`src/core/tipwm_consts.svh`:
```
// register offsets, field positions, reset values and timing counts of the pwm block
// Operation
// - six active-high outputs form three high-side and low-side pairs.
// - timing unit makes complementary center-based pairs with dead time between.
// - period, dead time and minimum pulse width each have their own register.
// - duty_a_reg, duty_b_reg, duty_c_reg each set one pair's duty cycle.
// - each output has its own enable bit in output_segment_reg.
// - per-pair crossover bit swaps high-side and low-side waveforms.
// - chopping signal frequency set directly by 8-bit field of gate_chop_reg.
// - chopping enabled separately for high-side and low-side outputs.
// - single update mode takes duty values once per period, symmetric pattern.
// - double update mode takes duty values again at period midpoint.
// - one bit of mode_control_reg picks single or double update.
// - sync pulse at every period start, also midpoint in double mode.
// - sync pulse width is set by sync_width_reg.
// - low trip_n forces all outputs low at once without any clock.
// - writing soft_trip_reg shuts outputs down like a hardware trip.
// - status_reg shows trip_n level and which period half runs.
// - shutdown controller handles both shutdowns and resets the timing unit.
// - whole controller runs from the instruction-rate clock.
// - interrupts raised on each sync pulse and on any shutdown.
// - period_reg counts ticks in half a period; full period twice that.
// - dead_time_reg is 10 bits; dead time equals value times two ticks.
// - bit 6 of mode_control_reg selects double update; clears on reset.
// - registers latched into timing and output units at each sync rise.
`ifndef TIPWM_CONSTS_SVH
`define TIPWM_CONSTS_SVH

// ----------------------------------------
// register byte offsets
// ----------------------------------------
`define TIPWM_OFF_PERIOD 6'h00
`define TIPWM_OFF_DEAD 6'h04
`define TIPWM_OFF_PDEL 6'h08
`define TIPWM_OFF_DUTY_A 6'h0C
`define TIPWM_OFF_DUTY_B 6'h10
`define TIPWM_OFF_DUTY_C 6'h14
`define TIPWM_OFF_SEG 6'h18
`define TIPWM_OFF_GATE 6'h1C
`define TIPWM_OFF_MODE 6'h20
`define TIPWM_OFF_SYNCW 6'h24
`define TIPWM_OFF_SWTRIP 6'h28
`define TIPWM_OFF_STATUS 6'h2C

// ----------------------------------------
// field positions
// ----------------------------------------
`define TIPWM_SEG_XOVER_LSB 6
`define TIPWM_GATE_HI_EN 8
`define TIPWM_GATE_LO_EN 9
`define TIPWM_MODE_RUN 0
`define TIPWM_MODE_DOUBLE 6
`define TIPWM_STAT_TRIP 0
`define TIPWM_STAT_SHUT 1
`define TIPWM_STAT_HALF 3

// ----------------------------------------
// reset values
// ----------------------------------------
`define TIPWM_RST_PERIOD 16'h03E8
`define TIPWM_RST_SEG 9'h03F
`define TIPWM_RST_SYNCW 8'h27

`endif

```
`src/core/tipwm_pkg.sv`:
```
// types shared by the pwm block
package tipwm_pkg;
  typedef enum logic [1:0] {
    TIPWM_IDLE,
    TIPWM_DOWN,
    TIPWM_UP
  } tipwm_state_t;
endpackage

```
`src/core/tipwm_top.sv`:
```
// three-phase center-based pwm controller with wishbone register access
//
// The placing of the registers and register access over Wishbone are this design's own decisions.
`timescale 1ns/1ps
`include "tipwm_consts.svh"
module tipwm_top
  import tipwm_pkg::*;
(
  input wire logic clk_i,
  input wire logic rst_i,
  input wire logic wb_cyc_i,
  input wire logic wb_stb_i,
  input wire logic wb_we_i,
  input wire logic [5:0] wb_adr_i,
  input wire logic [3:0] wb_sel_i,
  input wire logic [31:0] wb_dat_i,
  output logic [31:0] wb_dat_o,
  output logic wb_ack_o,
  input wire logic trip_n_i,
  output logic phase_a_high_out_o,
  output logic phase_a_low_out_o,
  output logic phase_b_high_out_o,
  output logic phase_b_low_out_o,
  output logic phase_c_high_out_o,
  output logic phase_c_low_out_o,
  output logic sync_pulse_o,
  output logic sync_irq_o,
  output logic shutdown_irq_o
);
  // ----------------------------------------
  // software registers
  // ----------------------------------------
  logic [15:0] period_reg;
  logic [9:0] dead_time_reg;
  logic [15:0] pulse_deletion_reg;
  logic [15:0] duty_a_reg;
  logic [15:0] duty_b_reg;
  logic [15:0] duty_c_reg;
  logic [8:0] output_segment_reg;
  logic [9:0] gate_chop_reg;
  logic [6:0] mode_control_reg;
  logic [7:0] sync_width_reg;
  logic shutdown_reg;

  // ----------------------------------------
  // latched copies used by the timing and output units
  // ----------------------------------------
  logic [15:0] act_tm_reg;
  logic [9:0] act_dt_reg;
  logic [15:0] act_pd_reg;
  logic [15:0] act_duty_a_reg;
  logic [15:0] act_duty_b_reg;
  logic [15:0] act_duty_c_reg;
  logic [8:0] act_seg_reg;

  tipwm_state_t state_reg;
  tipwm_state_t state_next;
  logic [15:0] cnt_reg;
  logic [15:0] cnt_next;
  logic half_reg;
  logic [8:0] sync_cnt_reg;
  logic [7:0] chop_div_reg;
  logic chop_reg;
  logic [5:0] out_reg;
  logic ack_reg;
  logic [31:0] rdata_reg;
  logic sync_irq_reg;
  logic shut_irq_reg;
  logic trip_s1_reg;
  logic trip_s2_reg;
  logic trip_s3_reg;
  logic trip_lvl_reg;

  // ----------------------------------------
  // bus decode
  // ----------------------------------------
  wire bus_req = wb_cyc_i & wb_stb_i & ~ack_reg;
  wire bus_wr = bus_req & wb_we_i;
  wire [31:0] wmask = {{8{wb_sel_i[3]}}, {8{wb_sel_i[2]}}, {8{wb_sel_i[1]}}, {8{wb_sel_i[0]}}};
  wire wr_period = bus_wr && wb_adr_i == `TIPWM_OFF_PERIOD;
  wire wr_dead = bus_wr && wb_adr_i == `TIPWM_OFF_DEAD;
  wire wr_pdel = bus_wr && wb_adr_i == `TIPWM_OFF_PDEL;
  wire wr_duty_a = bus_wr && wb_adr_i == `TIPWM_OFF_DUTY_A;
  wire wr_duty_b = bus_wr && wb_adr_i == `TIPWM_OFF_DUTY_B;
  wire wr_duty_c = bus_wr && wb_adr_i == `TIPWM_OFF_DUTY_C;
  wire wr_seg = bus_wr && wb_adr_i == `TIPWM_OFF_SEG;
  wire wr_gate = bus_wr && wb_adr_i == `TIPWM_OFF_GATE;
  wire wr_mode = bus_wr && wb_adr_i == `TIPWM_OFF_MODE;
  wire wr_syncw = bus_wr && wb_adr_i == `TIPWM_OFF_SYNCW;
  wire wr_swtrip = bus_wr && wb_adr_i == `TIPWM_OFF_SWTRIP;
  wire wr_status = bus_wr && wb_adr_i == `TIPWM_OFF_STATUS;
  wire [31:0] wd_period = ({16'h0000, period_reg} & ~wmask) | (wb_dat_i & wmask);
  wire [31:0] wd_dead = ({22'h000000, dead_time_reg} & ~wmask) | (wb_dat_i & wmask);
  wire [31:0] wd_pdel = ({16'h0000, pulse_deletion_reg} & ~wmask) | (wb_dat_i & wmask);
  wire [31:0] wd_duty_a = ({16'h0000, duty_a_reg} & ~wmask) | (wb_dat_i & wmask);
  wire [31:0] wd_duty_b = ({16'h0000, duty_b_reg} & ~wmask) | (wb_dat_i & wmask);
  wire [31:0] wd_duty_c = ({16'h0000, duty_c_reg} & ~wmask) | (wb_dat_i & wmask);
  wire [31:0] wd_seg = ({23'h000000, output_segment_reg} & ~wmask) | (wb_dat_i & wmask);
  wire [31:0] wd_gate = ({22'h000000, gate_chop_reg} & ~wmask) | (wb_dat_i & wmask);
  wire [31:0] wd_mode = ({25'h0000000, mode_control_reg} & ~wmask) | (wb_dat_i & wmask);
  wire [31:0] wd_syncw = ({24'h000000, sync_width_reg} & ~wmask) | (wb_dat_i & wmask);
  wire shut_clear = wr_status & wb_sel_i[0] & wb_dat_i[`TIPWM_STAT_SHUT];

  // ----------------------------------------
  // shutdown controller
  // ----------------------------------------
  wire hw_trip = ~trip_lvl_reg;
  wire shut_event = (hw_trip | wr_swtrip) & ~shutdown_reg;
  // set wins over clear: a trip still low keeps the block down
  wire shutdown_next = hw_trip | wr_swtrip | (shutdown_reg & ~shut_clear);
  wire run = mode_control_reg[`TIPWM_MODE_RUN] & ~shutdown_reg;
  wire dbl = mode_control_reg[`TIPWM_MODE_DOUBLE];

  // ----------------------------------------
  // timing unit sequencing
  // ----------------------------------------
  // start of period is the down-count start; midpoint is the turn to up-count
  wire at_start = (state_reg == TIPWM_IDLE && run) ||
                  (state_reg == TIPWM_UP && cnt_reg >= act_tm_reg - 16'h0001);
  wire at_mid = state_reg == TIPWM_DOWN && cnt_reg == 16'h0000;
  wire take_regs = at_start || (at_mid && dbl);
  wire [15:0] new_tm = (period_reg == 16'h0000) ? 16'h0001 : period_reg;

  always_comb begin
    state_next = state_reg;
    cnt_next = cnt_reg;
    case (state_reg)
      TIPWM_IDLE: begin
        if (run) begin
          state_next = TIPWM_DOWN;
          cnt_next = new_tm - 16'h0001;
        end
      end
      TIPWM_DOWN: begin
        if (cnt_reg == 16'h0000) begin
          state_next = TIPWM_UP;
        end else begin
          cnt_next = cnt_reg - 16'h0001;
        end
      end
      TIPWM_UP: begin
        if (at_start) begin
          state_next = TIPWM_DOWN;
          cnt_next = new_tm - 16'h0001;
        end else begin
          cnt_next = cnt_reg + 16'h0001;
        end
      end
      default: begin
        state_next = TIPWM_IDLE;
        cnt_next = 16'h0000;
      end
    endcase
    if (!run) begin
      state_next = TIPWM_IDLE;
      cnt_next = 16'h0000;
    end
  end

  always_ff @(posedge clk_i) begin
    if (rst_i) begin
      state_reg <= TIPWM_IDLE;
      cnt_reg <= 16'h0000;
      half_reg <= 1'b0;
    end else begin
      state_reg <= state_next;
      cnt_reg <= cnt_next;
      half_reg <= (state_next == TIPWM_UP);
    end
  end

  // ----------------------------------------
  // latch of configuration at each sync rise
  // ----------------------------------------
  always_ff @(posedge clk_i) begin
    if (rst_i) begin
      act_tm_reg <= `TIPWM_RST_PERIOD;
      act_dt_reg <= 10'h000;
      act_pd_reg <= 16'h0000;
      act_duty_a_reg <= 16'h0000;
      act_duty_b_reg <= 16'h0000;
      act_duty_c_reg <= 16'h0000;
      act_seg_reg <= `TIPWM_RST_SEG;
    end else if (take_regs) begin
      act_tm_reg <= new_tm;
      act_dt_reg <= dead_time_reg;
      act_pd_reg <= pulse_deletion_reg;
      act_duty_a_reg <= duty_a_reg;
      act_duty_b_reg <= duty_b_reg;
      act_duty_c_reg <= duty_c_reg;
      act_seg_reg <= output_segment_reg;
      // sync width goes straight into its counter at this edge, so no copy is kept
    end
  end

  // ----------------------------------------
  // sync pulse, width sync_width+1 ticks
  // ----------------------------------------
  always_ff @(posedge clk_i) begin
    if (rst_i || !run) begin
      sync_cnt_reg <= 9'h000;
      sync_pulse_o <= 1'b0;
      sync_irq_reg <= 1'b0;
    end else if (take_regs) begin
      sync_cnt_reg <= {1'b0, sync_width_reg};
      sync_pulse_o <= 1'b1;
      sync_irq_reg <= 1'b1;
    end else begin
      sync_irq_reg <= 1'b0;
      if (sync_cnt_reg != 9'h000) begin
        sync_cnt_reg <= sync_cnt_reg - 9'h001;
      end else begin
        sync_pulse_o <= 1'b0;
      end
    end
  end

  // ----------------------------------------
  // three phase pairs
  // ----------------------------------------
  logic [2:0] ph_high;
  logic [2:0] ph_low;
  wire [47:0] duties = {act_duty_c_reg, act_duty_b_reg, act_duty_a_reg};

  genvar gi;
  generate
    for (gi = 0; gi < 3; gi = gi + 1) begin : g_phase
      tipwm_phase u_phase (
        .clk_i(clk_i),
        .rst_i(rst_i),
        .run_i(run),
        .cnt_i(cnt_reg),
        .tm_i(act_tm_reg),
        .duty_i(duties[gi*16 +: 16]),
        .pd_i(act_pd_reg),
        .dt_i(act_dt_reg),
        .high_o(ph_high[gi]),
        .low_o(ph_low[gi])
      );
    end
  endgenerate

  // ----------------------------------------
  // output control and gate chopping
  // ----------------------------------------
  wire [2:0] xover = act_seg_reg[`TIPWM_SEG_XOVER_LSB +: 3];
  wire [2:0] sw_high = (ph_high & ~xover) | (ph_low & xover);
  wire [2:0] sw_low = (ph_low & ~xover) | (ph_high & xover);
  wire chop_hi = ~gate_chop_reg[`TIPWM_GATE_HI_EN] | chop_reg;
  wire chop_lo = ~gate_chop_reg[`TIPWM_GATE_LO_EN] | chop_reg;
  wire [5:0] mixed = {sw_low[2] & chop_lo, sw_high[2] & chop_hi,
                      sw_low[1] & chop_lo, sw_high[1] & chop_hi,
                      sw_low[0] & chop_lo, sw_high[0] & chop_hi};
  wire [5:0] out_next = mixed & act_seg_reg[5:0] & {6{run}};

  always_ff @(posedge clk_i) begin
    if (rst_i) begin
      chop_div_reg <= 8'h00;
      chop_reg <= 1'b0;
      out_reg <= 6'h00;
    end else begin
      // chop toggles every (field+1) ticks, so the field sets frequency directly
      if (chop_div_reg >= gate_chop_reg[7:0]) begin
        chop_div_reg <= 8'h00;
        chop_reg <= ~chop_reg;
      end else begin
        chop_div_reg <= chop_div_reg + 8'h01;
      end
      out_reg <= out_next;
    end
  end

  // the trip pin gates the pins combinationally so it acts with no clock
  assign phase_a_high_out_o = out_reg[0] & trip_n_i;
  assign phase_a_low_out_o = out_reg[1] & trip_n_i;
  assign phase_b_high_out_o = out_reg[2] & trip_n_i;
  assign phase_b_low_out_o = out_reg[3] & trip_n_i;
  assign phase_c_high_out_o = out_reg[4] & trip_n_i;
  assign phase_c_low_out_o = out_reg[5] & trip_n_i;

  // ----------------------------------------
  // trip pin synchroniser and shutdown state
  // ----------------------------------------
  always_ff @(posedge clk_i) begin
    if (rst_i) begin
      trip_s1_reg <= 1'b1;
      trip_s2_reg <= 1'b1;
      trip_s3_reg <= 1'b1;
      trip_lvl_reg <= 1'b1;
      shutdown_reg <= 1'b0;
      shut_irq_reg <= 1'b0;
    end else begin
      trip_s1_reg <= trip_n_i;
      trip_s2_reg <= trip_s1_reg;
      trip_s3_reg <= trip_s2_reg;
      if (trip_s2_reg == trip_s3_reg) begin
        trip_lvl_reg <= trip_s3_reg;
      end
      shutdown_reg <= shutdown_next;
      shut_irq_reg <= shut_event;
    end
  end

  // ----------------------------------------
  // register writes
  // ----------------------------------------
  always_ff @(posedge clk_i) begin
    if (rst_i) begin
      period_reg <= `TIPWM_RST_PERIOD;
      dead_time_reg <= 10'h000;
      pulse_deletion_reg <= 16'h0000;
      duty_a_reg <= 16'h0000;
      duty_b_reg <= 16'h0000;
      duty_c_reg <= 16'h0000;
      output_segment_reg <= `TIPWM_RST_SEG;
      gate_chop_reg <= 10'h000;
      mode_control_reg <= 7'h00;
      sync_width_reg <= `TIPWM_RST_SYNCW;
    end else begin
      if (wr_period) period_reg <= wd_period[15:0];
      if (wr_dead) dead_time_reg <= wd_dead[9:0];
      if (wr_pdel) pulse_deletion_reg <= wd_pdel[15:0];
      if (wr_duty_a) duty_a_reg <= wd_duty_a[15:0];
      if (wr_duty_b) duty_b_reg <= wd_duty_b[15:0];
      if (wr_duty_c) duty_c_reg <= wd_duty_c[15:0];
      if (wr_seg) output_segment_reg <= wd_seg[8:0];
      if (wr_gate) gate_chop_reg <= wd_gate[9:0];
      if (wr_syncw) sync_width_reg <= wd_syncw[7:0];
      // a shutdown drops the run bit, so software must re-enable explicitly
      if (shut_event) begin
        mode_control_reg[`TIPWM_MODE_RUN] <= 1'b0;
        mode_control_reg[`TIPWM_MODE_DOUBLE] <= wr_mode ? wd_mode[6] : dbl;
        mode_control_reg[5:1] <= wr_mode ? wd_mode[5:1] : mode_control_reg[5:1];
      end else if (wr_mode) begin
        mode_control_reg <= wd_mode[6:0];
      end
    end
  end

  // ----------------------------------------
  // read mux and acknowledge
  // ----------------------------------------
  wire [31:0] status_word = {28'h0000000, half_reg, 1'b0, shutdown_reg, trip_lvl_reg};
  logic [31:0] rd_mux;
  always_comb begin
    case (wb_adr_i)
      `TIPWM_OFF_PERIOD: rd_mux = {16'h0000, period_reg};
      `TIPWM_OFF_DEAD: rd_mux = {22'h000000, dead_time_reg};
      `TIPWM_OFF_PDEL: rd_mux = {16'h0000, pulse_deletion_reg};
      `TIPWM_OFF_DUTY_A: rd_mux = {16'h0000, duty_a_reg};
      `TIPWM_OFF_DUTY_B: rd_mux = {16'h0000, duty_b_reg};
      `TIPWM_OFF_DUTY_C: rd_mux = {16'h0000, duty_c_reg};
      `TIPWM_OFF_SEG: rd_mux = {23'h000000, output_segment_reg};
      `TIPWM_OFF_GATE: rd_mux = {22'h000000, gate_chop_reg};
      `TIPWM_OFF_MODE: rd_mux = {25'h0000000, mode_control_reg};
      `TIPWM_OFF_SYNCW: rd_mux = {24'h000000, sync_width_reg};
      `TIPWM_OFF_STATUS: rd_mux = status_word;
      default: rd_mux = 32'h00000000;
    endcase
  end

  always_ff @(posedge clk_i) begin
    if (rst_i) begin
      ack_reg <= 1'b0;
      rdata_reg <= 32'h00000000;
    end else begin
      // one ack per request; unmapped addresses are acked and read zero
      ack_reg <= bus_req;
      rdata_reg <= bus_req ? rd_mux : 32'h00000000;
    end
  end

  assign wb_ack_o = ack_reg;
  assign wb_dat_o = rdata_reg;
  assign sync_irq_o = sync_irq_reg;
  assign shutdown_irq_o = shut_irq_reg;
endmodule

```
`src/core/tipwm_phase.sv`:
```
// one output pair: center-based compare, pulse deletion and dead time
`timescale 1ns/1ps
module tipwm_phase
  import tipwm_pkg::*;
(
  input wire logic clk_i,
  input wire logic rst_i,
  input wire logic run_i,
  input wire logic [15:0] cnt_i,
  input wire logic [15:0] tm_i,
  input wire logic [15:0] duty_i,
  input wire logic [15:0] pd_i,
  input wire logic [9:0] dt_i,
  output logic high_o,
  output logic low_o
);
  logic [15:0] eff_duty;
  logic [15:0] tm_minus_pd;
  logic raw;
  logic prev_reg;
  logic [10:0] dcnt_reg;
  logic [10:0] dead_load;
  logic settled;

  // narrow pulses are deleted rather than emitted shorter than the minimum
  assign tm_minus_pd = (pd_i > tm_i) ? 16'h0000 : tm_i - pd_i;
  assign eff_duty = (duty_i < pd_i) ? 16'h0000 : (duty_i > tm_minus_pd) ? tm_i : duty_i;
  // triangle counter below duty gives a pulse centered on the period middle
  assign raw = cnt_i < eff_duty;
  // the edge cycle itself is one dead tick, so 2*dt-1 more follow
  assign dead_load = {dt_i, 1'b0} - 11'h001;
  assign settled = (dcnt_reg == 11'h000) && ((raw == prev_reg) || (dt_i == 10'h000));

  always_ff @(posedge clk_i) begin
    if (rst_i || !run_i) begin
      prev_reg <= 1'b0;
      dcnt_reg <= 11'h000;
      high_o <= 1'b0;
      low_o <= 1'b0;
    end else begin
      prev_reg <= raw;
      if (raw != prev_reg && dt_i != 10'h000) begin
        dcnt_reg <= dead_load;
      end else if (dcnt_reg != 11'h000) begin
        dcnt_reg <= dcnt_reg - 11'h001;
      end
      high_o <= raw & settled;
      low_o <= ~raw & settled;
    end
  end
endmodule

```
`config.mk`:
```
export PLATFORM = sky130hd
export DESIGN_NAME = tipwm_top
export DESIGN_NICKNAME = d
export VERILOG_FILES = /design/src/core/tipwm_pkg.sv /design/src/core/tipwm_top.sv /design/src/core/tipwm_phase.sv
export VERILOG_INCLUDE_DIRS = /design/src /design/src/core
export SDC_FILE = /design/constraint.sdc
export NUM_CORES = 1
export LEC_CHECK = 0
export BUFFER_PORTS_ARGS = -buffer_cell sky130_fd_sc_hd__buf_2
export CAP_MARGIN = 5
export CORE_ASPECT_RATIO = 1.2
export CORE_MARGIN = 4
export CORE_UTILIZATION = 50
export CTS_CLUSTER_DIAMETER = 80
export CTS_CLUSTER_SIZE = 30
export DETAILED_ROUTE_END_ITERATION = 8
export PLACE_DENSITY = 0.67
export SLEW_MARGIN = 40
export SYNTH_ARGS = -nofsm -noshare
export SYNTH_HDL_FRONTEND = slang
export SYNTH_SLANG_ARGS = --single-unit
export TNS_END_PERCENT = 30
```
`constraint.sdc`:
```
create_clock -name clk_i -period 9.43 [get_ports clk_i]
set_clock_uncertainty 0.1 [all_clocks]
set_input_delay 1.886 -clock clk_i [delete_from_list [all_inputs] [get_ports clk_i]]
set_output_delay 1.886 -clock clk_i [all_outputs]
set_load 0.1 [all_outputs]
```
==> results of run 1 <==
synth_stat cells (all sizes together) (10+ instances only):
library cell / count
nand3: 115
xnor2: 53
dfxtp: 333
nor2b: 13
and2: 19
mux2i: 54
nand3b: 22
a22oi: 23
inv: 57
a21o: 40
nor2: 138
nor3: 69
clkbuf: 112
nand2b: 21
a22o: 13
a221oi: 21
or4: 10
nor4: 17
xor2: 50
o21a: 13
or2: 39
a21oi: 295
nor3b: 11
nand2: 491
nand4: 27
or3: 15
o21ai: 66
buf: 49
ha: 188
a211oi: 11
worst max-delay path, delay by kind of cell (launching register included):
family	cells	cell delay [ps]
and+or+nand+nor	9	2170
xor gates and xnor gates	1	240
DFF	1	540
adders and majority gates	4	1320
muxes	2	570
buffers and inverters	1	180
AOI/OAI and AO/OA	13	3500
power breakdown:
group	internal, uW	switching (uW)
logic	12.2	73.2
registers	1410	1.63
clock network	427	556
kinds of logic after synthesis:
| family | synth area share (%) |
|---|---|
| buffers and inverters | 4.808 |
| XOR/XNOR | 4.579 |
| adder cells (fa/ha/maj) | 12.04 |
| AO/OA/AOI/OAI | 17.64 |
| flip-flops | 33.84 |
| other | 0.01904 |
| AND/OR/NAND/NOR | 23.98 |
| multiplexers | 3.087 |
cell type report:
cell class | count | area [um2]
Fill cell | 3672 | 17890
Multi-Input combinational cell | 1954 | 12220
Sequential cell | 333 | 6666
Tap cell | 526 | 658.1
Timing Repair Buffer | 82 | 510.5
Clock buffer | 21 | 503.0
Inverter | 57 | 214.0
Clock inverter | 11 | 178.9
Antenna cell | 1 | 2.502
worst max path at each step:
stage                                     from                                     endpoint  slack, ps  cells after the start
global placement    act_tm_reg[0]$_SDFFE_PP0P_  g_phase[2].u_phase.dcnt_reg[5]$_SDFFE_PP0P_        580                     32
floorplan           act_tm_reg[0]$_SDFFE_PP0P_  g_phase[2].u_phase.dcnt_reg[4]$_SDFFE_PP0P_       1850                     36
detailed placement  act_tm_reg[0]$_SDFFE_PP0P_  g_phase[2].u_phase.dcnt_reg[9]$_SDFFE_PP0P_        370                     31
finish              act_tm_reg[0]$_SDFFE_PP0P_  g_phase[1].u_phase.dcnt_reg[4]$_SDFFE_PP0P_        650                     30
CTS                 act_tm_reg[0]$_SDFFE_PP0P_  g_phase[2].u_phase.dcnt_reg[5]$_SDFFE_PP0P_        290                     31
global route        act_tm_reg[0]$_SDFFE_PP0P_  g_phase[2].u_phase.dcnt_reg[5]$_SDFFE_PP0P_         60                     31
per-stage QoR:
step / cell area (um2) / total power [uW]
final: 20950 / 2476
after detailed placement: 20230 / 1524
after CTS: 20910 / 2493
after global placement: 20200 / 1523
after floorplan: 19760 / 1507
after global routing: 20950 / 2546
routing by layer:
metal	wire length (um)	global-route usage, %	part of all wire [%]
met5	0	0	0
met2	29400	48.07	49
met3	2553	2.681	4.3
met1	24740	33.63	41
met4	3251	13.59	5.4
==> results.rst, run 1 <==
.. list-table::
   :header-rows: 1

   * - Metric
     - Value
   * - Hold-fix buffers, CTS
     - 0
   * - CTS max path bufs
     - 3
   * - Final core occ
     - 53.94%
   * - Wire length of the first global-routing pass
     - 93700 um
   * - Post-route minimum period
     - 8777 ps
   * - Number of hold violations in the final report
     - 0
   * - Standard cell core area
     - 38850 um2
   * - Worst Reg-to-Reg Cells
     - 30
   * - Wire length per cell after detailed routing
     - 20.08 um
   * - Count of flip-flops with a built-in enable after synthesis
     - 0
   * - DRT iter0 DRCs
     - 1474
   * - Post-synthesis async set-or-reset flop share
     - 0%
   * - Startpoint of the worst-slack reg-to-reg timing path
     - act_tm_reg[0]$_SDFFE_PP0P_
   * - Hold path start
     - sync_cnt_reg[8]$_SDFFE_PP0P_
   * - Netlist cell types
     - 79
   * - Hold WS
     - 358.3 ps
   * - Commonest cells after routing, fill and taps aside
     - 490 x nand2_1, 333 x dfxtp_1, 293 x a21oi_1
   * - Number of antenna violations at the first check in global routing
     - 1
   * - Highest cell delay on the worst timing path
     - 660 ps
   * - Maximum capacitance violations
     - 0
   * - Main area contributors after synthesis
     - dfxtp_1 34%, ha_1 12%, nand2_1 9.4%
   * - Post-route DRC
     - 0
   * - Synthesized instance count
     - 2490
   * - Number of buffers created by CTS
     - 19
   * - Area growth from synthesis to layout
     - 6.358%
   * - Placed cell count
     - 2951
   * - Worst-case setup margin in the final layout
     - 652.8 ps
   * - Number of optimization iterations in the first detailed-route pass
     - 6
   * - Final setup violation count
     - 0
   * - Routability-driven placement congestion ratio
     - 0.9009
   * - Portion of the clock cycle consumed by the worst path in the final layout
     - 93.08%
   * - Endpoint kind of the worst setup timing path
     - flop
   * - Cell taking the most area after synthesis
     - dfxtp_1
   * - Terminating pin of the worst hold path
     - sync_cnt_reg[8]$_SDFFE_PP0P_
   * - Hold depth
     - 2
   * - Total routing usage reported by global routing
     - 27.39%
   * - Mapped Area
     - 19700 um2
   * - Post-place setup slack
     - 374.4 ps
   * - Clk Tree Root Cell
     - clkbuf_16
   * - Yosys Warn Count
     - 0
   * - CTS HTree Levels
     - 1
   * - I/O pin cnt
     - 90
   * - Highest-delay cell along the critical path
     - a31oi_4
   * - Unrepaired setup endpoints after global routing
     - no
   * - Worst Path Class, Setup
     - flop to flop
   * - Leakage Power
     - 0.007867 uW
   * - Synthesized area divided by synthesized cell count
     - 7.912 um2
   * - FMAX
     - 113.9 MHz
   * - Via count of the first global-routing pass
     - 16940
   * - Most common cell after layout, fill and taps aside
     - nand2_1
   * - Rows
     - 79
   * - Full die area
     - 42650 um2
   * - Layout net count
     - 2684
   * - Total number of clock tree sinks
     - 333
   * - Peak supply drop
     - 134.8 uV
   * - Proportion of netlist area held by the largest area contributor
     - 33.84%
   * - Dominant register cell in the synthesized netlist
     - dfxtp_1
   * - Clock input transition at the sequential cells of the worst setup and hold paths
     - 110 ps
   * - Post-DRT Antenna Nets
     - 0
   * - Detailed-route vias per instance
     - 5.909
   * - Number of gates given a new drive strength after cts
     - 0
   * - Count of buffers added by post-CTS timing repair for setup
     - 0
   * - Maximum number of pins on one net before global-route repair
     - 96
   * - Run status
     - completed
   * - Initial core utilization
     - 50.71%
   * - Sequential-to-total area share from yosys stat
     - 33.84%
   * - CP max FO
     - 21
   * - Clock latency reported for the late side of the worst-skew pair
     - 560 ps
   * - Share of cells above drive strength 1
     - 7.811%
   * - Detailed Route WL
     - 59940 um
   * - FF-to-FF setup slack
     - 650 ps
   * - Vert. Die Dim
     - 225.4 um
   * - Worst-margin pin slew
     - 783.6 ps
   * - Signal arrival time at the worst endpoint
     - 9120 ps
   * - Total power divided by cell area
     - 118.2 nW/um2
   * - Final count of pins violating max slew
     - 0
   * - X dimension of the die
     - 189.2 um
   * - Worst flop-to-flop path endpoint
     - g_phase[1].u_phase.dcnt_reg[4]$_SDFFE_PP0P_
   * - Worst relative slew slack
     - 47.57%
   * - Class of the tightest hold or removal check
     - flop to flop
   * - Detailed Place HPWL
     - 45040 um
   * - Fin Setup TNS
     - 0 ps
   * - TritonCTS clock tree
     - built
   * - Register bit total from synthesis
     - 333
   * - Global-route congestion overflow total
     - 0
   * - Count of buffers from port buffering
     - 55
   * - Vias post-DR
     - 17640
   * - Final Non-Filler Cells
     - 2985
   * - Kind of start point of the critical path
     - flop
   * - Critical path required time
     - 9780 ps
Note: power is estimated with default switching activity, not from simulation.
==> run 2, diff against run 1 <==
- ABC_AREA: default -> 1
- ABC_CLOCK_PERIOD_IN_PS: default -> 9430
==> run 2 against run 1 <==
Effect of this change:
- utilization fell by 0.21 points
- highest routed layer unchanged
- fmax up 18%
- clock-buffer cell count is 3 lower
- critical path type unchanged
==> results.rst, run 2 <==
.. list-table::
   :header-rows: 1

   * - Metric
     - Value
   * - Run status
     - completed
   * - Maximum number of pins on one net before global-route repair
     - 98
   * - Cell taking the most area after synthesis
     - dfxtp_1
   * - Most common library cells after synthesis
     - 444 x nand2_1, 333 x dfxtp_1, 297 x nor2_1
   * - Rows
     - 79
   * - TritonCTS clock tree
     - built
   * - Worst flop-to-flop path endpoint
     - g_phase[1].u_phase.dcnt_reg[9]$_SDFFE_PP0P_
   * - I/O pin cnt
     - 90
   * - Hold-fix buffers, CTS
     - 0
   * - Most common cell after layout, fill and taps aside
     - nand2_1
   * - CTS HTree Levels
     - 1
   * - Layout net count
     - 2926
   * - Final standard cell area without fillers
     - 20870 um2
   * - Xor and xnor area share after synthesis
     - 3.209%
   * - Final count of pins violating max slew
     - 0
   * - DRT iter0 DRCs
     - 1625
   * - Register bit total from synthesis
     - 333
   * - Fraction of the mapped netlist area in compound gates
     - 20.47%
   * - Clock latency reported for the late side of the worst-skew pair
     - 550 ps
   * - Highest-delay cell along the critical path
     - clkinv_1
   * - Count of buffers added by post-CTS timing repair for setup
     - 0
   * - Fin Setup TNS
     - 0 ps
   * - Clock input transition at the sequential cells of the worst setup and hold paths
     - 110 ps
   * - Post-route minimum period
     - 7423 ps
   * - Detailed-route vias per instance
     - 5.709
   * - Mapped Area
     - 19650 um2
   * - Final core occ
     - 53.73%
   * - Global-route congestion overflow total
     - 0
   * - Proportion of netlist area held by the largest area contributor
     - 33.93%
   * - Detailed Route WL
     - 61190 um
   * - Library cell appearing most often on the critical path
     - a21oi_1
   * - Full die area
     - 42550 um2
   * - Dominant combinational cell family by area after synthesis
     - simple AND/OR/NAND/NOR gates
   * - Number of buffers created by CTS
     - 17
   * - Highest cell delay on the worst timing path
     - 620 ps
   * - Class of the tightest hold or removal check
     - flop to flop
   * - Via count of the first global-routing pass
     - 17040
   * - Commonest cells after routing, fill and taps aside
     - 444 x nand2_1, 333 x dfxtp_1, 295 x nor2_1
   * - Post-DRT Antenna Nets
     - 0
   * - CTS max path bufs
     - 3
   * - Synthesized-area fraction occupied by and/or/nand/nor cells
     - 21.92%
   * - Diode count
     - 0
   * - Post-synthesis async set-or-reset flop share
     - 0%
   * - Number of gates given a new drive strength after cts
     - 0
   * - Sequential-to-total area share from yosys stat
     - 33.93%
   * - Leakage Power
     - 0.008944 uW
   * - Vias post-DR
     - 18390
   * - Area growth from synthesis to layout
     - 6.215%
   * - Terminating pin of the worst hold path
     - out_reg[5]$_SDFF_PP0_
   * - Kind of start point of the critical path
     - flop
   * - Dominant register cell in the synthesized netlist
     - dfxtp_1
   * - Placed cell areas
     - 20280 um2
   * - Synthesized area divided by synthesized cell count
     - 7.296 um2
   * - Hold path start
     - act_seg_reg[5]$_SDFFE_PP1P_
   * - Number of optimization iterations in the first detailed-route pass
     - 6
   * - Share of cells above drive strength 1
     - 6.679%
   * - Post-place setup slack
     - 2053 ps
   * - Initial core utilization
     - 50.58%
   * - FMAX
     - 134.7 MHz
   * - Detailed Place HPWL
     - 46830 um
   * - Startpoint of the worst-slack reg-to-reg timing path
     - act_tm_reg[0]$_SDFFE_PP0P_
   * - Number of antenna violations at the first check in global routing
     - 0
   * - Worst relative slew slack
     - 40.95%
   * - Unrepaired setup endpoints after global routing
     - no
   * - Count of flip-flops with a built-in enable after synthesis
     - 0
   * - Portion of the clock cycle consumed by the worst path in the final layout
     - 78.71%
   * - Routability-driven placement congestion ratio
     - 0.9634
   * - Worst-case setup margin in the final layout
     - 2007 ps
   * - Vert. Die Dim
     - 225.2 um
   * - Total routing usage reported by global routing
     - 28.01%
   * - Worst-margin pin slew
     - 882.6 ps
   * - Clk Tree Root Cell
     - clkbuf_16
   * - Arithmetic-cell share of the synthesized area counting full adders, half adders and majority gates
     - 12.07%
   * - Peak supply drop
     - 124.8 uV
   * - Most frequent cell after synthesis
     - nand2_1
   * - Signal arrival time at the worst endpoint
     - 7780 ps
   * - Total power divided by cell area
     - 116.9 nW/um2
   * - Main area contributors after synthesis
     - dfxtp_1 34%, ha_1 12%, nand2_1 8.5%
   * - Post-route DRC
     - 0
   * - FF-to-FF setup slack
     - 2010 ps
   * - Final setup violation count
     - 0
   * - Hold depth
     - 2
   * - Wire length of the first global-routing pass
     - 95540 um
   * - Synthesized instance count
     - 2693
   * - Yosys Warn Count
     - 0
   * - Maximum capacitance violations
     - 0
   * - Critical path required time
     - 9780 ps
   * - Total number of clock tree sinks
     - 333
   * - Standard cell core area
     - 38850 um2
   * - Endpoint kind of the worst setup timing path
     - flop
   * - CP max FO
     - 26
   * - Count of buffers from port buffering
     - 55
   * - Worst Path Class, Setup
     - flop to flop
   * - X dimension of the die
     - 189.0 um
   * - Worst Reg-to-Reg Cells
     - 33
   * - Netlist cell types
     - 59
   * - Number of hold violations in the final report
     - 0
   * - Wire length per cell after detailed routing
     - 19.00 um
   * - Portion of netlist area occupied by mux cells
     - 0%
-- run 2: cell count changes after synthesis, sizes merged, moves of 36 or more --
cell,change
mux2i,-54
a21o,-39
o211ai,+54
clkbuf,-45
nor2,+165
o21ai,+168
inv,+234
xnor2,-36
-- run 2: how the worst max path moves through the flow --
stage	start	end	cells past startpoint
after CTS	act_tm_reg[0]$_SDFFE_PP0P_	g_phase[1].u_phase.dcnt_reg[9]$_SDFFE_PP0P_	33
after floorplan	act_tm_reg[0]$_SDFFE_PP0P_	g_phase[2].u_phase.dcnt_reg[3]$_SDFFE_PP0P_	37
final	act_tm_reg[0]$_SDFFE_PP0P_	g_phase[1].u_phase.dcnt_reg[9]$_SDFFE_PP0P_	33
after global placement	act_tm_reg[0]$_SDFFE_PP0P_	g_phase[2].u_phase.dcnt_reg[10]$_SDFFE_PP0P_	36
after detailed placement	act_tm_reg[0]$_SDFFE_PP0P_	g_phase[1].u_phase.dcnt_reg[9]$_SDFFE_PP0P_	33
after global routing	act_tm_reg[0]$_SDFFE_PP0P_	g_phase[2].u_phase.dcnt_reg[7]$_SDFFE_PP0P_	36
-- run 2: through the flow --
step / total power (uW) / std cells / hold WS, ps
final: 2439 / 3221 / 357.8
after CTS: 2452 / 3221 / 365.3
after global routing: 2502 / 3221 / 372.5
after floorplan: 1524 / 2708 / 289.5
after detailed placement: 1552 / 3196 / 326.5
after global placement: 1550 / 3195 / 334.7
-- run 2: report_power, final --
| part | switching [uW] | internal (uW) | total (uW) |
|---|---|---|---|
| Combinational | 93.1 | 19.2 | 112 |
| Clock | 526 | 392 | 917 |
| Sequential | 1.63 | 1410 | 1410 |
| Total | 621 | 1820 | 2440 |
-- run 2: worst max-delay path: cells and delay by family (launching register included) --
family          cells  cell delay (ps)
compound gates     13             2470
buf+inv             4             1040
flops               1              380
fa+ha+maj           4             1200
simple gates       12             2140
-- run 2: area by class of cell --
class | count | area (um2)
clock inverters | 7 | 142.6
flip-flops and latches | 333 | 6666
inverters | 302 | 1137
multi-input cells | 1966 | 11430
repair buffers | 69 | 391.6
well taps | 526 | 658.1
fillers | 3764 | 17980
clock buffers | 18 | 439.2
-- run 2: layer usage --
layer	vias up	wire length (um)	GRT usage, %
met4	0	2237	9.241
met1	8531	27750	39.83
met2	667	27300	45.17
met5	-	0	0
met3	118	3908	2.479
li1	9073	-	-
-- run 2: logic make-up (layout without fill, tap and decap cells) --
group / count (synthesis) / after routing
flops: 333 / 333
simple gates: 993 / 993
other cells: 1 / 16
buf+inv: 409 / 396
fa+ha+maj: 189 / 189
compound gates: 696 / 696
xor+xnor: 72 / 72
==> run 3, diff against run 2 <==
- ABC_CLOCK_PERIOD_IN_PS: 9430 -> 7790
- clock period: 9.43 -> 7.79 ns (I/O delays scaled with it)
==> run 3 against run 2 <==
Effect of this change:
- fmax grew 5.3%
- hold slack lost 15 ps
- global-route usage shrank 0.32 points
- wire length grew 0.21%
- critical endpoint is now g_phase[0].u_phase.dcnt_reg[5]$_SDFFE_PP0P_
- cell area grew 0.65%
- cell count grew 0.34%
- clock power grew 33%
- highest routed layer unchanged
- register-to-register slack lost 1300 ps
- utilization grew 0.35 points
- critical path type unchanged
- via count shrank 0.11%
==> results.rst, run 3 (synthesized netlist as in run 2, its figures left out) <==
.. list-table::
   :header-rows: 1

   * - Metric
     - Value
   * - Run status
     - completed
   * - Cell internal power dissipation
     - 2258 uW
   * - Number of hold violations in the final report
     - 0
   * - Detailed Place HPWL
     - 46970 um
   * - X dimension of the die
     - 189.0 um
   * - Proportion of power drawn by the clock network
     - 39.8%
   * - Kind of start point of the critical path
     - flop
   * - Clk Tree Root Cell
     - clkbuf_16
   * - Maximum number of pins on one net before global-route repair
     - 96
   * - Number of gates given a new drive strength after cts
     - 0
   * - DRT iter0 DRCs
     - 1667
   * - Signal arrival time at the worst endpoint
     - 7430 ps
   * - Post-route DRC
     - 0
   * - Worst relative slew slack
     - 44.21%
   * - Final setup violation count
     - 0
   * - Clock input transition at the sequential cells of the worst setup and hold paths
     - 110 ps
   * - FF-to-FF setup slack
     - 740 ps
   * - Share of cells above drive strength 1
     - 7.132%
   * - Routability-driven placement congestion ratio
     - 0.9859
   * - Number of optimization iterations in the first detailed-route pass
     - 5
   * - Class of the tightest hold or removal check
     - flop to flop
   * - Net switching component of the power
     - 801.3 uW
   * - Hold-fix buffers, CTS
     - 0
   * - Highest-delay cell along the critical path
     - nand2_1
   * - Most common cell after layout, fill and taps aside
     - nand2_1
   * - Initial core utilization
     - 50.58%
   * - Final count of pins violating max slew
     - 0
   * - Post-DRT Antenna Nets
     - 0
   * - Vert. Die Dim
     - 225.2 um
   * - I/O pin cnt
     - 90
   * - Portion of the clock cycle consumed by the worst path in the final layout
     - 90.49%
   * - Wire length per cell after detailed routing
     - 18.97 um
   * - Full die area
     - 42550 um2
   * - Worst Path Class, Setup
     - flop to flop
   * - Total routing usage reported by global routing
     - 27.69%
   * - Layout net count
     - 2933
   * - Rows
     - 79
   * - Count of buffers from port buffering
     - 55
   * - Vias post-DR
     - 18370
   * - Detailed Route WL
     - 61320 um
   * - CTS max path bufs
     - 3
   * - Number of buffers created by CTS
     - 19
   * - Unrepaired setup endpoints after global routing
     - no
   * - CP max FO
     - 17
   * - Highest cell delay on the worst timing path
     - 480 ps
   * - Global-route congestion overflow total
     - 0
   * - Switching share of power
     - 26.19%
   * - Post-route minimum period
     - 7049 ps
   * - Peak supply drop
     - 182.9 uV
   * - Diode count
     - 0
   * - TritonCTS clock tree
     - built
   * - Count of buffers added by post-CTS timing repair for setup
     - 0
   * - Clock latency reported for the late side of the worst-skew pair
     - 570 ps
   * - Worst-margin pin slew
     - 828.1 ps
   * - Wire length of the first global-routing pass
     - 93960 um
   * - Endpoint kind of the worst setup timing path
     - flop
   * - Number of antenna violations at the first check in global routing
     - 1
   * - Standard cell core area
     - 38850 um2
   * - Library cell appearing most often on the critical path
     - nand2_1
   * - Detailed-route vias per instance
     - 5.683
   * - Area growth from synthesis to layout
     - 6.902%
   * - Final core occ
     - 54.07%
   * - CTS HTree Levels
     - 1
   * - Combinational share of power
     - 4.4%
   * - Maximum capacitance violations
     - 0
   * - Total power divided by cell area
     - 145.6 nW/um2
   * - FMAX
     - 141.9 MHz
   * - Leakage Power
     - 0.009017 uW
   * - Total number of clock tree sinks
     - 333
   * - Commonest cells after routing, fill and taps aside
     - 444 x nand2_1, 333 x dfxtp_1, 293 x nor2_1
   * - Sequential share of power
     - 55.8%
   * - Via count of the first global-routing pass
     - 16980
   * - Fin Setup TNS
     - 0 ps
   * - Critical path required time
     - 8170 ps
==> run 3: cell count changes in the layout (fill, tap and decap cells not counted) <==
cell	change
clkinv_16	+1
clkinv_4	+1
clkbuf_8	-1
a2111oi_2	+1
buf_4	+6
nor2_1	-2
nor2_2	+2
clkbuf_16	+2
a2111oi_4	-1
clkinv_8	+1
buf_8	-1
inv_6	+2
clkinvlp_4	-1
inv_8	+1
==> run 3: through the flow <==
step	total power (uW)	cells	cell area, um2	worst slack, ps	hold WS, ps
2_1_floorplan	1845	2708	19710	2370	289.5
3_3_place_gp	1877	3201	20280	910.6	332.3
3_5_place_dp	1879	3201	20300	765.2	334.3
4_1_cts	3083	3232	21000	733.2	347.4
5_1_grt	3145	3232	21010	149.0	368.9
6_report	3059	3232	21010	741.0	342.6
==> run 3: power groups by stage <==
| stage | Sequential [uW] | Combinational, uW | Clock [uW] |
|---|---|---|---|
| final | 1710 | 136 | 1220 |
| after global placement | 1740 | 132 | 0 |
| after floorplan | 1750 | 97.9 | 0 |
| after detailed placement | 1740 | 134 | 0 |
| after CTS | 1710 | 134 | 1240 |
| after global routing | 1710 | 145 | 1290 |
==> run 3: cell type report <==
| cell class | count | area [um2] |
|---|---|---|
| flip-flops and latches | 333 | 6666 |
| clock inverters | 12 | 219.0 |
| multi-input cells | 1966 | 11430 |
| fillers | 3749 | 17840 |
| clock buffers | 19 | 475.5 |
| repair buffers | 74 | 421.7 |
| inverters | 302 | 1137 |
| well taps | 526 | 658.1 |
==> run 3: worst paths after layout <==
kind / startpoint / end / cells after the start
worst max-delay path: act_tm_reg[0]$_SDFFE_PP0P_ / g_phase[0].u_phase.dcnt_reg[5]$_SDFFE_PP0P_ / 34
worst min-delay path: act_seg_reg[5]$_SDFFE_PP1P_ / out_reg[5]$_SDFF_PP0_ / 2
worst max register to register: act_tm_reg[0]$_SDFFE_PP0P_ / g_phase[0].u_phase.dcnt_reg[5]$_SDFFE_PP0P_ / 34
worst min register to register: act_seg_reg[5]$_SDFFE_PP1P_ / out_reg[5]$_SDFF_PP0_ / 2
==> run 3: routing by layer <==
| layer | track usage, % | up-vias | wire length [um] |
|---|---|---|---|
| met5 | 0 | - | 0 |
| met4 | 10.18 | 0 | 2368 |
| met3 | 2.913 | 118 | 3867 |
| met2 | 45.30 | 648 | 27840 |
| met1 | 38.10 | 8510 | 27240 |
| li1 | - | 9092 | - |
==> run 3: critical path: cells and delay by family, from the launching register on <==
kind	cells	cell delay [ps]
fa+ha+maj	4	1230
simple gates	13	2140
buf+inv	3	500
flops	1	410
compound gates	14	2610
